$ cat config.mk
export PLATFORM = sky130hd
export DESIGN_NAME = rac_device_flat
export DESIGN_NICKNAME = d
export VERILOG_FILES = /design/src/verilog/rac_pkg.sv /design/src/verilog/rac_link_if.sv /design/src/verilog/rac_device.sv /design/src/flat_wrapper.sv
export SDC_FILE = /design/constraint.sdc
export NUM_CORES = 1
export LEC_CHECK = 0
export ABC_AREA = 1
export CORE_AREA = 8 8 328 330
export DETAILED_ROUTE_END_ITERATION = 7
export DIE_AREA = 0 0 336 338
export DONT_BUFFER_PORTS = 1
export HOLD_SLACK_MARGIN = 0.1
export SETUP_SLACK_MARGIN = 0.4
export SLEW_MARGIN = 25
export SYNTH_ARGS = -nofsm -noshare
export SYNTH_HDL_FRONTEND = slang
export SYNTH_SLANG_ARGS = --single-unit
$ cat constraint.sdc
create_clock -name i_clk -period 3.7 [get_ports i_clk]
set_input_delay 0.74 -clock i_clk [delete_from_list [all_inputs] [get_ports i_clk]]
set_output_delay 0.74 -clock i_clk [all_outputs]
set_load 0.02 [all_outputs]
$ cat src/verilog/rac_pkg.sv
// shared constants of the indirect register access link
package rac_pkg;
  // ==========================================================
  // frame layout
  localparam int unsigned FRAME_BYTES     = 3;
  localparam int unsigned CTRL_REG_BIT    = 7;
  localparam int unsigned CTRL_WR_BIT     = 6;
  localparam int unsigned REG_NUM_W       = 6;
  localparam int unsigned REG_COUNT       = 64;
  localparam logic [7:0]  CTRL_WR_MASK    = 8'h40;
  localparam logic [7:0]  CTRL_IDLE       = 8'h00;
  localparam logic [1:0]  TX_CNT_FULL     = 2'h3;
  localparam logic [1:0]  RX_IDX_HI       = 2'h1;
  localparam logic [1:0]  RX_IDX_LO       = 2'h2;

  // ==========================================================
  // register numbers and values of the device
  localparam logic [5:0]  REG_FW_VERSION  = 6'h09;
  localparam logic [5:0]  REG_CODE_WORD   = 6'h1F;
  localparam logic [5:0]  REG_FEATURE     = 6'h20;
  localparam logic [15:0] UNLOCK_CODE     = 16'h1235;
  localparam logic [15:0] CODE_WORD_RST   = 16'h0000;
  localparam logic [15:0] REG_RST         = 16'h0000;

  // ==========================================================
  // host wishbone map, byte addresses
  localparam logic [3:0]  HOST_CMD        = 4'h0;
  localparam logic [3:0]  HOST_WDATA      = 4'h4;
  localparam logic [3:0]  HOST_STATUS     = 4'h8;
  localparam logic [3:0]  HOST_RDATA      = 4'hC;
  localparam int unsigned STAT_BUSY_BIT   = 0;
  localparam int unsigned STAT_DONE_BIT   = 1;
  localparam int unsigned STAT_RETRY_BIT  = 2;
endpackage : rac_pkg

$ cat src/verilog/rac_link_if.sv
// byte-serial link between the access master and the device
interface rac_link_if;
  logic [7:0] m_byte;   // master to device byte
  logic       m_valid;  // master byte present
  logic       m_first;  // master byte is byte 0
  logic [7:0] s_byte;   // device to master byte
  logic       s_valid;  // device byte present
  logic       s_first;  // device byte is byte 0

  modport dev (input m_byte, m_valid, m_first, output s_byte, s_valid, s_first);
  modport host (output m_byte, m_valid, m_first, input s_byte, s_valid, s_first);
endinterface : rac_link_if

$ cat src/verilog/rac_device.sv
// device end: register bank reached through control byte and data word

// Summary of operation
// frames are control, data high, data low
// control bit seven selects register access
// control bit six: clear read, set write
// low six bits give register number
// read requests ignore the output data word
// master puts write value in data word
// read answer status equals control byte
// read answer returns register, high first
// write answer status has bit six cleared
// master discards data after write answer
// locked device rejects user writes except code
// unlock value in code word enables writes
// other code word value relocks writes
// written configuration acts only after restart
// feature register is written and read back
// code word clears to locked at restart
// unlocked writes land in nonvolatile store
// answer held; each distinct request once
module rac_device
  import rac_pkg::*;
#(
  parameter logic [15:0] FW_VERSION = 16'h3030  // arbitrary value
) (
  input  wire logic        i_clk,             // system clock
  input  wire logic        i_rst,             // synchronous reset, power cycle
  rac_link_if.dev          link,              // byte link to the master
  output logic      [15:0] o_feature_active,  // feature bits in force
  output logic             o_unlocked,        // user writes accepted
  output logic             o_access           // one request processed
);

  typedef enum logic [2:0] {
    DS_IDLE = 3'b001,
    DS_LOAD = 3'b010,
    DS_SEND = 3'b100
  } rac_dstate_t;

  // ==========================================================
  // storage
  rac_dstate_t state_q;
  rac_dstate_t state_d;
  // no power-up content in a real part; zero keeps reads defined
  logic [15:0] nv_mem [REG_COUNT] = '{default: REG_RST};  // kept across i_rst: nonvolatile
  logic [1:0]  rx_idx_q;
  logic [7:0]  ctrl_q;
  logic [7:0]  hi_q;
  logic [7:0]  last_ctrl_q;
  logic [15:0] code_word_q;
  logic [7:0]  resp_stat_q;
  logic [15:0] resp_data_q;
  logic [23:0] tx_sh_q;
  logic [1:0]  tx_cnt_q;
  logic        boot_q;
  logic [15:0] feat_act_q;
  logic        access_q;

  // ==========================================================
  // frame reception
  wire        byte_in    = link.m_valid;
  wire        frame_done = byte_in & ~link.m_first & (rx_idx_q == RX_IDX_LO);
  wire [15:0] wr_word    = {hi_q, link.m_byte};

  always_ff @(posedge i_clk) begin
    if (i_rst) begin
      rx_idx_q <= 2'h0;
    end else if (byte_in & (state_q == DS_IDLE)) begin
      if (link.m_first) begin
        rx_idx_q <= RX_IDX_HI;
      end else if (rx_idx_q == RX_IDX_HI) begin
        rx_idx_q <= RX_IDX_LO;
      end else begin
        rx_idx_q <= 2'h0;
      end
    end
  end

  always_ff @(posedge i_clk) begin
    if (i_rst) begin
      ctrl_q <= CTRL_IDLE;
      hi_q   <= 8'h00;
    end else if (byte_in & (state_q == DS_IDLE)) begin
      if (link.m_first) begin
        ctrl_q <= link.m_byte;
      end else if (rx_idx_q == RX_IDX_HI) begin
        hi_q <= link.m_byte;
      end
    end
  end

  // ==========================================================
  // request decode
  wire                 take      = frame_done & (state_q == DS_IDLE);
  wire                 is_reg    = ctrl_q[CTRL_REG_BIT];
  wire                 is_wr     = ctrl_q[CTRL_WR_BIT];
  wire [REG_NUM_W-1:0] reg_num   = ctrl_q[REG_NUM_W-1:0];
  wire                 fresh     = ctrl_q != last_ctrl_q;
  wire                 do_access = take & is_reg & fresh;
  wire                 do_write  = do_access & is_wr;
  wire                 hit_code  = reg_num == REG_CODE_WORD;
  wire                 hit_fw    = reg_num == REG_FW_VERSION;
  wire                 unlocked  = code_word_q == UNLOCK_CODE;
  wire                 mem_we    = do_write & unlocked & ~hit_code & ~hit_fw;

  // the read path never looks at the output data word
  wire [15:0] rd_word = hit_fw   ? FW_VERSION :
                        hit_code ? code_word_q :
                                   nv_mem[reg_num];

  // ==========================================================
  // code word, always writable
  always_ff @(posedge i_clk) begin
    if (i_rst) begin
      code_word_q <= CODE_WORD_RST;
    end else if (do_write & hit_code) begin
      code_word_q <= wr_word;
    end
  end

  // working and nonvolatile copies are one array surviving i_rst
  always_ff @(posedge i_clk) begin
    if (mem_we) begin
      nv_mem[reg_num] <= wr_word;
    end
  end

  // ==========================================================
  // answer formation, held until the next distinct request or plain frame
  always_ff @(posedge i_clk) begin
    if (i_rst) begin
      last_ctrl_q <= CTRL_IDLE;
      resp_stat_q <= CTRL_IDLE;
      resp_data_q <= 16'h0000;
    end else if (take & ~is_reg) begin
      // process data mode is not served here; a plain frame re-arms requests
      last_ctrl_q <= CTRL_IDLE;
      resp_stat_q <= CTRL_IDLE;
    end else if (do_access) begin
      last_ctrl_q <= ctrl_q;
      if (is_wr) begin
        resp_stat_q <= ctrl_q & ~CTRL_WR_MASK;
      end else begin
        resp_stat_q <= ctrl_q;
        resp_data_q <= rd_word;
      end
    end
  end

  always_ff @(posedge i_clk) begin
    if (i_rst) begin
      access_q <= 1'b0;
    end else begin
      access_q <= do_access;
    end
  end

  // ==========================================================
  // configuration in force: captured once after each restart
  always_ff @(posedge i_clk) begin
    if (i_rst) begin
      boot_q     <= 1'b1;
      feat_act_q <= REG_RST;
    end else if (boot_q) begin
      boot_q     <= 1'b0;
      feat_act_q <= nv_mem[REG_FEATURE];
    end
  end

  // ==========================================================
  // answer frame transmission
  always_comb begin
    state_d = state_q;
    unique case (state_q)
      DS_IDLE: begin
        if (take) begin
          state_d = DS_LOAD;
        end
      end
      DS_LOAD: begin
        state_d = DS_SEND;
      end
      DS_SEND: begin
        if (tx_cnt_q == 2'h1) begin
          state_d = DS_IDLE;
        end
      end
      default: begin
        state_d = DS_IDLE;
      end
    endcase
  end

  always_ff @(posedge i_clk) begin
    if (i_rst) begin
      state_q <= DS_IDLE;
    end else begin
      state_q <= state_d;
    end
  end

  // every frame is answered with the held response
  always_ff @(posedge i_clk) begin
    if (i_rst) begin
      tx_sh_q  <= 24'h000000;
      tx_cnt_q <= 2'h0;
    end else if (state_q == DS_LOAD) begin
      tx_sh_q  <= {resp_stat_q, resp_data_q};
      tx_cnt_q <= TX_CNT_FULL;
    end else if (tx_cnt_q != 2'h0) begin
      tx_sh_q  <= {tx_sh_q[15:0], 8'h00};
      tx_cnt_q <= tx_cnt_q - 2'h1;
    end
  end

  assign link.s_byte      = tx_sh_q[23:16];
  assign link.s_valid     = tx_cnt_q != 2'h0;
  assign link.s_first     = tx_cnt_q == TX_CNT_FULL;
  assign o_feature_active = feat_act_q;
  assign o_unlocked       = unlocked;
  assign o_access         = access_q;

endmodule : rac_device

$ cat src/flat_wrapper.sv
// flat-port wrapper written by rule: the top's interface ports become plain ports
module rac_device_flat import rac_pkg::*;
#(
  parameter logic [15:0] FW_VERSION = 16'h3030                    
)
  (i_clk, i_rst, o_feature_active, o_unlocked, o_access, link_m_byte, link_m_valid, link_m_first, link_s_byte, link_s_valid, link_s_first);
  rac_link_if link_i ();
  input  wire logic i_clk;
  input  wire logic i_rst;
  output logic      [15:0] o_feature_active;
  output logic o_unlocked;
  output logic o_access;
  input wire logic [$bits(link_i.m_byte)-1:0] link_m_byte;
  input wire logic [$bits(link_i.m_valid)-1:0] link_m_valid;
  input wire logic [$bits(link_i.m_first)-1:0] link_m_first;
  output wire logic [$bits(link_i.s_byte)-1:0] link_s_byte;
  output wire logic [$bits(link_i.s_valid)-1:0] link_s_valid;
  output wire logic [$bits(link_i.s_first)-1:0] link_s_first;
  assign link_i.m_byte = link_m_byte;
  assign link_i.m_valid = link_m_valid;
  assign link_i.m_first = link_m_first;
  assign link_s_byte = link_i.s_byte;
  assign link_s_valid = link_i.s_valid;
  assign link_s_first = link_i.s_first;
  rac_device #(.FW_VERSION(FW_VERSION)) u_core (.i_clk(i_clk), .i_rst(i_rst), .link(link_i), .o_feature_active(o_feature_active), .o_unlocked(o_unlocked), .o_access(o_access));
endmodule
==> results of run 1 <==
[power groups by stage]
stage / logic (mW) / clock network (mW) / registers (mW)
finish: 1.83 / 11.7 / 14.1
global route: 1.97 / 12.3 / 14.1
CTS: 1.78 / 11.8 / 14.1
detailed placement: 1.78 / 0 / 14.3
global placement: 1.77 / 0 / 14.3
floorplan: 1.15 / 0 / 14.3
[registers in the layout, indices dropped and copies added, names as in the netlist, 3 cells and up, named ones only]
name                     count
u_core.code_word_q          16
u_core.ctrl_q                8
u_core.nv_mem             1024
u_core.last_ctrl_q           7
u_core.resp_data_q          16
u_core.tx_sh_q              24
u_core.o_feature_active     16
u_core.state_q               3
u_core.hi_q                  8
[per-layer routing]
metal,global-route usage [%],vias to the layer above
met5,0,-
met4,8.18,0
met3,4.54,242
met2,35.3,1325
met1,31.8,14900
li1,-,14100
[worst reg2reg max path: stages, from the launching register on]
cell     delay (ns)
dfxtp_1        0.44
inv_2          0.09
nor2_1         0.16
nand2_2        0.21
nor3_4         0.60
inv_2          0.27
nand3_1        0.27
nor3_4         0.11
nand2_4        0.29
nor2_1         0.14
buf_4          0.26
[synthesized netlist by cell type, drive strengths merged]
library cell / n
nand2: 1390
dfxtp: 111
edfxtp: 1024
nor3: 6
a211oi: 7
clkinv: 1
o21ai: 54
buf: 146
o31ai: 1
inv: 48
nand3: 901
nand4: 6
ha: 3
conb: 1
nor4: 2
nor2: 128
a21oi: 73
clkbuf: 113
xnor2: 6
a31oi: 15
[cell families after synthesis]
group,Yosys count
buffers and inverters,308
xor gates and xnor gates,6
DFF,1135
and+or+nand+nor,2433
adders and majority gates,3
other,1
AOI/OAI and AO/OA,150
[stage by stage]
step           cells  worst slack [ns]
3_3_place_gp    5309             0.504
2_1_floorplan   4067             0.744
4_1_cts         5522             0.618
6_report        5523             0.599
3_5_place_dp    5309             0.452
5_1_grt         5522             0.430
[cell usage in the layout (no fill, tap or decap), drive strengths merged, types with 3 or more instances in the layout]
| cell type | netlist | final |
|---|---|---|
| buf | 146 | 121 |
| xnor2 | 6 | 6 |
| nor2 | 128 | 128 |
| clkbuf | 113 | 139 |
| bufinv | 0 | 14 |
| conb | 1 | 32 |
| edfxtp | 1024 | 1024 |
| nand2 | 1390 | 1390 |
| a211oi | 7 | 7 |
| clkinv | 1 | 52 |
| ha | 3 | 3 |
| inv | 48 | 49 |
| dfxtp | 111 | 111 |
| a31oi | 15 | 15 |
| o21ai | 54 | 54 |
| a21oi | 73 | 73 |
| nor3 | 6 | 6 |
| clkinvlp | 0 | 7 |
| nand4 | 6 | 6 |
| nand3 | 901 | 901 |
[area by class of cell]
type                       instances  share of cell area, %
multi-input combinational       2624                   22.3
antenna                            1                0.00487
sequential                      1135                   64.3
tap                             1380                   3.36
timing repair buffer             122                   2.35
clock buffer                     139                   5.90
clock inverter                    73                   1.43
inverter                          49                  0.397
[worst paths after layout]
kind	to	cells past startpoint	slack, ns	from
min	u_core.state_q[2]$_SDFFE_PP0P_	1	0.16	i_rst
max	u_core.nv_mem[0][6]$_DFFE_PP_	10	0.60	u_core.ctrl_q[4]$_SDFFE_PP0P_
min reg2reg	u_core.tx_sh_q[7]$_SDFFE_PP0P_	2	0.46	u_core.tx_sh_q[7]$_SDFFE_PP0P_
max reg2reg	u_core.nv_mem[0][6]$_DFFE_PP_	10	0.60	u_core.ctrl_q[4]$_SDFFE_PP0P_
==> impl_metrics.py, run 1 <==
metrics = {
    "power": {
        "power.share.sequential_pct": 51.0,
        "p_leak_nw": 18.9,
        "p_sw_share_pct": 23.2,
        "finalPower_mw": 27.6,
        "ir_drop_mv": 0.371,
        "p_per_area_nw_per_um2": 537,
        "comb_power_share_pct": 6.6,
        "p_int_mw": 21.2,
        "switchingPower_mw": 6.39,
        "p_clk_share_pct": 42.3,
    },
    "critical_path": {
        "slowest_stage": "nor3_4",
        "criticalPathCategory": "register to register",
        "crit_path_max_fanout": 18,
        "max_stage_delay_ns": 0.60,
        "cp.required_ns": 4.13,
        "worst-path-buf-inv": 3,
        "critPathLaunchType": "register",
        "path_cells": "inv_2 -> nor2_1 -> nand2_2 -> nor3_4 -> inv_2 -> nand3_1 -> nor3_4 -> nand2_4 -> nor2_1 -> buf_4",
        "setup.worst_path.end_class": "register",
        "worst_ep_arrival_time_ns": 3.53,
        "crit_family": "simple AND/OR/NAND/NOR gates",
    },
    "logic_synthesis": {
        "synth_cells": 4036,
        "syn_avg_cell_area_sq_um": 11.3,
        "synth_top_family_by_area": "simple AND/OR/NAND/NOR gates",
        "synthMuxAreaShare_pct": 0,
        "yosysTopAreaCell": "edfxtp_1",
        "ys_ff_latch": 1135,
        "syn_area_sq_um": 45600,
        "ys_warn_count": 0,
        "ys_types": 31,
        "synth_xor_area_share_pct": 0.115,
        "synth_compound_area_share_pct": 1.73,
        "yosys.area_share.simple_pct": 22.9,
        "synth_top_area_share_pct": 67.4,
        "synth.yosys.seq_area_share_pct": 72.3,
        "synthAdderAreaFrac_pct": 0.0823,
        "yosys-top-cells-area": "edfxtp_1 67%, nand2_1 11%, nand3_1 9.9%",
    },
    "clocking": {
        "holdBufCountCts": 1,
        "postCtsSetupRepairBufs": 0,
        "cts-root-buf": "clkbuf_16",
        "cts_max_level": 3,
        "cts_sinks": 1135,
        "numCtsBuffers": 116,
        "clkLatencyLatePin_ns": 0.69,
        "cts_tree": "built",
        "clockBufferDepth": 3,
        "clk_pin_slew_ns": 0.07,
        "cts.repair.resized": 0,
    },
    "floorplanning": {
        "start_util_pct": 44.5,
        "io_pins": 40,
        "dieArea_sq_um": 114000,
        "die_w_um": 336,
        "die_h_um": 338,
        "fp-row-count": 118,
        "core_area_sq_um": 103000,
    },
    "routing": {
        "first_pass_iters": 8,
        "wl_um": 132000,
        "drc": 0,
        "top_layer": "met4",
        "via_per_inst": 5.54,
        "drtIter0Drc": 4096,
        "vias": 30600,
        "post_drt_wl_per_cell_um": 23.8,
        "antenna_left": 0,
        "wl_met2_um": 60000,
        "wl_met1_um": 55700,
        "met3_length_um": 11200,
    },
    "status": {
        "status": "completed",
    },
    "sta": {
        "finalCriticalPeriod_ns": 3.10,
        "max_clock_freq_mhz": 322,
        "slew_violations": 0,
        "relSlewSlack_pct": 30.3,
        "hold_violations": 0,
        "whs_ns": 0.157,
        "finalClockSkew_ns": 0.0263,
        "finalCritPeriodShare_pct": 83.8,
        "rsz0062_at_grt": "no",
        "setup_tns_ns": 0,
        "tightest_slew_ns": 1.04,
        "setup_violations": 0,
    },
    "layout": {
        "n_fill_cell": 8983,
        "multi_input_area_sq_um": 11500,
        "nets": 4063,
        "final_util_pct": 50.0,
        "syn2layout_area_growth_pct": 12.6,
        "drive_gt1_share_pct": 8.06,
        "fin_area_sq_um": 51400,
        "seqCellArea_sq_um": 33000,
    },
    "grt": {
        "grt_max_degree": 163,
        "grt-ovfl-total": 0,
        "antenna_found_initial": 2,
        "first_global_vias": 28900,
        "grt_pass1_wl_um": 191000,
        "grtUsageTotal_pct": 22.7,
    },
    "min_path": {
        "hold_class": "primary input to register",
    },
    "placement": {
        "hpwl_um": 75400,
        "place_area_sq_um": 47600,
        "port_buffers": 0,
        "gp_congestion": 0.921,
    },
    "flow_run": {
        "max-cap-violations": 0,
    },
}
No activity file was read; power rests on OpenSTA's default activity.
==> run 2, diff against run 1 <==
--- a/config.mk
+++ b/config.mk
@@ -5,10 +5,10 @@
 export SDC_FILE = /design/constraint.sdc
 export NUM_CORES = 1
 export LEC_CHECK = 0
-export ABC_AREA = 1
-export CORE_AREA = 8 8 328 330
+export ABC_AREA = 0
+export CORE_AREA = 8 8 322 324
 export DETAILED_ROUTE_END_ITERATION = 7
-export DIE_AREA = 0 0 336 338
+export DIE_AREA = 0 0 330 332
 export DONT_BUFFER_PORTS = 1
 export HOLD_SLACK_MARGIN = 0.1
 export SETUP_SLACK_MARGIN = 0.4
==> constraint.sdc (replaced) <==
create_clock -name i_clk -period 2.95 [get_ports i_clk]
set_input_delay 0.59 -clock i_clk [delete_from_list [all_inputs] [get_ports i_clk]]
set_output_delay 0.59 -clock i_clk [all_outputs]
set_load 0.02 [all_outputs]
==> run 2 against run 1 <==
  * Sequential cell count is the same
  * Total power grew 21%
  * Final cell count shrank 30%
  * Largest cell class unchanged
  * Largest power group unchanged
==> impl_metrics.py, run 2 <==
metrics = {
    "sta": {
        "relSlewSlack_pct": 33.9,
        "finalCritPeriodShare_pct": 89.2,
        "hold_violations": 0,
        "slew_violations": 0,
        "whs_ns": 0.141,
        "rsz0062_at_grt": "yes",
        "tightest_slew_ns": 0.990,
        "finalCriticalPeriod_ns": 2.63,
        "finalClockSkew_ns": 0.0407,
        "setup_violations": 0,
        "max_clock_freq_mhz": 380,
        "setup_tns_ns": 0,
    },
    "grt": {
        "grtUsageTotal_pct": 19.9,
        "grt_pass1_wl_um": 159000,
        "antenna_found_initial": 5,
        "first_global_vias": 22700,
        "grt_max_degree": 99,
        "grt-ovfl-total": 0,
    },
    "critical_path": {
        "cp.required_ns": 2.36,
        "setup.worst_path.end_class": "output port",
        "crit_path_max_fanout": 2,
        "criticalPathCategory": "register to output port",
        "critPathLaunchType": "register",
        "worst_ep_arrival_time_ns": 2.04,
    },
    "layout": {
        "final_cell_mix": "1024 x edfxtp_1, 232 x mux4_2, 164 x mux2i_1, 123 x buf_4, 118 x clkbuf_16",
        "top_register": "u_core.nv_mem",
        "final_common_cell": "edfxtp_1",
        "syn2layout_area_growth_pct": 20.4,
        "largest_reg_flops": 1024,
        "drive_gt1_share_pct": 31.9,
        "seqCellArea_sq_um": 33000,
        "multi_input_area_sq_um": 11100,
        "n_fill_cell": 7536,
        "nets": 2483,
        "reg_top3": "u_core.nv_mem: 1024 flops, u_core.tx_sh_q: 24 flops",
    },
    "logic_synthesis": {
        "syn_area_sq_um": 44000,
        "synth-edff-count": 1024,
        "yosys-top-cells-area": "edfxtp_1 70%, mux4_2 12%, dfxtp_1 5.0%",
        "synthFlopType": "edfxtp_1",
        "syn_avg_cell_area_sq_um": 19.9,
        "synth-async-reset-ratio_pct": 0,
        "synth_top_area_share_pct": 69.9,
        "ys_types": 55,
        "ys_warn_count": 0,
        "yosysTopAreaCell": "edfxtp_1",
        "synth_cells": 2208,
        "ys_ff_latch": 1135,
        "yosysMostFrequentCell": "edfxtp_1",
        "synthTopCellsByCount": "1024 x edfxtp_1, 232 x mux4_2, 172 x mux2i_1",
        "synth.yosys.seq_area_share_pct": 74.9,
    },
    "power": {
        "comb_power_share_pct": 5.0,
        "p_clk_share_pct": 42.5,
        "p_sw_share_pct": 20.9,
        "power.share.sequential_pct": 52.5,
        "p_leak_nw": 17.7,
        "switchingPower_mw": 6.99,
        "p_per_area_nw_per_um2": 631,
        "p_int_mw": 26.5,
        "ir_drop_mv": 0.492,
    },
    "routing": {
        "drtIter0Drc": 2536,
        "drc": 0,
        "wl_um": 111000,
        "post_drt_wl_per_cell_um": 28.7,
        "first_pass_iters": 5,
        "antenna_left": 0,
        "vias": 22500,
        "via_per_inst": 5.83,
    },
    "clocking": {
        "cts_tree": "built",
        "cts_sinks": 1135,
        "numCtsBuffers": 109,
        "cts-root-buf": "clkbuf_16",
        "clk_pin_slew_ns": 0.06,
        "clkLatencyLatePin_ns": 0.70,
        "cts_max_level": 3,
        "clockBufferDepth": 3,
    },
    "placement": {
        "hpwl_um": 64900,
        "port_buffers": 0,
        "gp_congestion": 0.835,
    },
    "floorplanning": {
        "core_area_sq_um": 99000,
        "die_h_um": 332,
        "start_util_pct": 44.5,
        "fp-row-count": 116,
        "die_w_um": 330,
        "io_pins": 40,
        "dieArea_sq_um": 110000,
    },
    "min_path": {
        "hold_class": "primary input to register",
    },
    "flow_run": {
        "max-cap-violations": 0,
    },
    "status": {
        "status": "completed",
    },
}
run 2: cell types whose count changed in the layout (fill, tap and decap cells not counted), sizes merged, moves of 27 or more:
| cell | change |
|---|---|
| nand3 | -885 |
| nand2 | -1342 |
| buf | +123 |
| a22oi | +28 |
| inv | -29 |
| a211oi | +47 |
| nor2b | +27 |
| mux2i | +172 |
| mux4 | +242 |
| o21ai | -39 |
| a21oi | -45 |
run 2: final timing paths:
kind	end	slack, ns	from	depth (start not counted)
worst min register to register	u_core.rx_idx_q[0]$_SDFFE_PP0P_	0.47	u_core.rx_idx_q[0]$_SDFFE_PP0P_	2
worst max register to register	u_core.nv_mem[42][2]$_DFFE_PP_	0.37	u_core.code_word_q[6]$_SDFFE_PP0P_	7
worst min-delay path	u_core.state_q[1]$_SDFFE_PP0P_	0.14	link_m_first	2
worst max-delay path	o_unlocked	0.32	u_core.code_word_q[6]$_SDFFE_PP0P_	3
run 2: logic make-up (layout without fill, tap and decap cells):
logic type	count (synthesis)	in the layout	share of synthesized area, %
and+or+nand+nor	288	288	2.97
AOI/OAI and AO/OA	196	196	3.25
muxes	419	419	16.5
DFF	1135	1135	74.9
buffers and inverters	157	476	2.09
xor gates and xnor gates	9	9	0.179
adders and majority gates	3	3	0.0853
other	1	34	0.00852
run 2: critical path, cell delays in order, from the launching register on:
cell     delay [ns]
dfxtp_2        0.32
or4b_4         0.55
nor3_4         0.31
buf_6          0.17
run 2: cell type report:
type | instances | area share, %
Antenna cell | 2 | 0.00945
Sequential cell | 1135 | 62.3
Clock inverter | 68 | 1.40
Clock buffer | 133 | 5.57
Inverter | 18 | 0.139
Tap cell | 1298 | 3.06
Timing Repair Buffer | 257 | 6.67
Multi-Input combinational cell | 947 | 20.9
run 2: per-layer routing:
layer | track usage, % | up-vias | routed length, um | part of all wire (%)
met1 | 27.8 | 11900 | 46300 | 42
met4 | 6.75 | 2 | 3100 | 2.8
met3 | 3.62 | 140 | 7970 | 7.2
met5 | 0 | - | 17 | 0.015
met2 | 31.5 | 876 | 53300 | 48
li1 | - | 9552 | - | -
run 2: power by group through the flow:
stage                     Clock [mW]  Sequential [mW]  Combinational [mW]
final                           14.2             17.5                1.67
after global routing            15.0             17.5                1.77
after CTS                       14.5             17.5                1.60
after detailed placement           0             17.9                1.26
after global placement             0             17.9                1.25
after floorplan                    0             17.9               0.923
run 2: what timing repair did:
item                                    4_1_cts  5_1_grt
endpoints found under the setup margin      544      995
gates resized for setup                      66       98
setup buffers                                24       15
gates cloned                                  6        8
pin swaps                                     6       30
hold buffers                                 14        0
endpoints found under the hold margin       615        0
run 2: metrics by stage:
step	instances	total power, mW	setup WS, ns	area [sq um]	utilization (%)
after floorplan	2239	18.8	0.249	44600	-
after global placement	3588	19.2	0.199	47600	48.1
after detailed placement	3588	19.2	0.139	47600	48.1
after CTS	3833	33.6	0.270	52300	52.8
after global routing	3856	34.3	0.287	53000	53.5
final	3858	33.4	0.318	53000	53.5
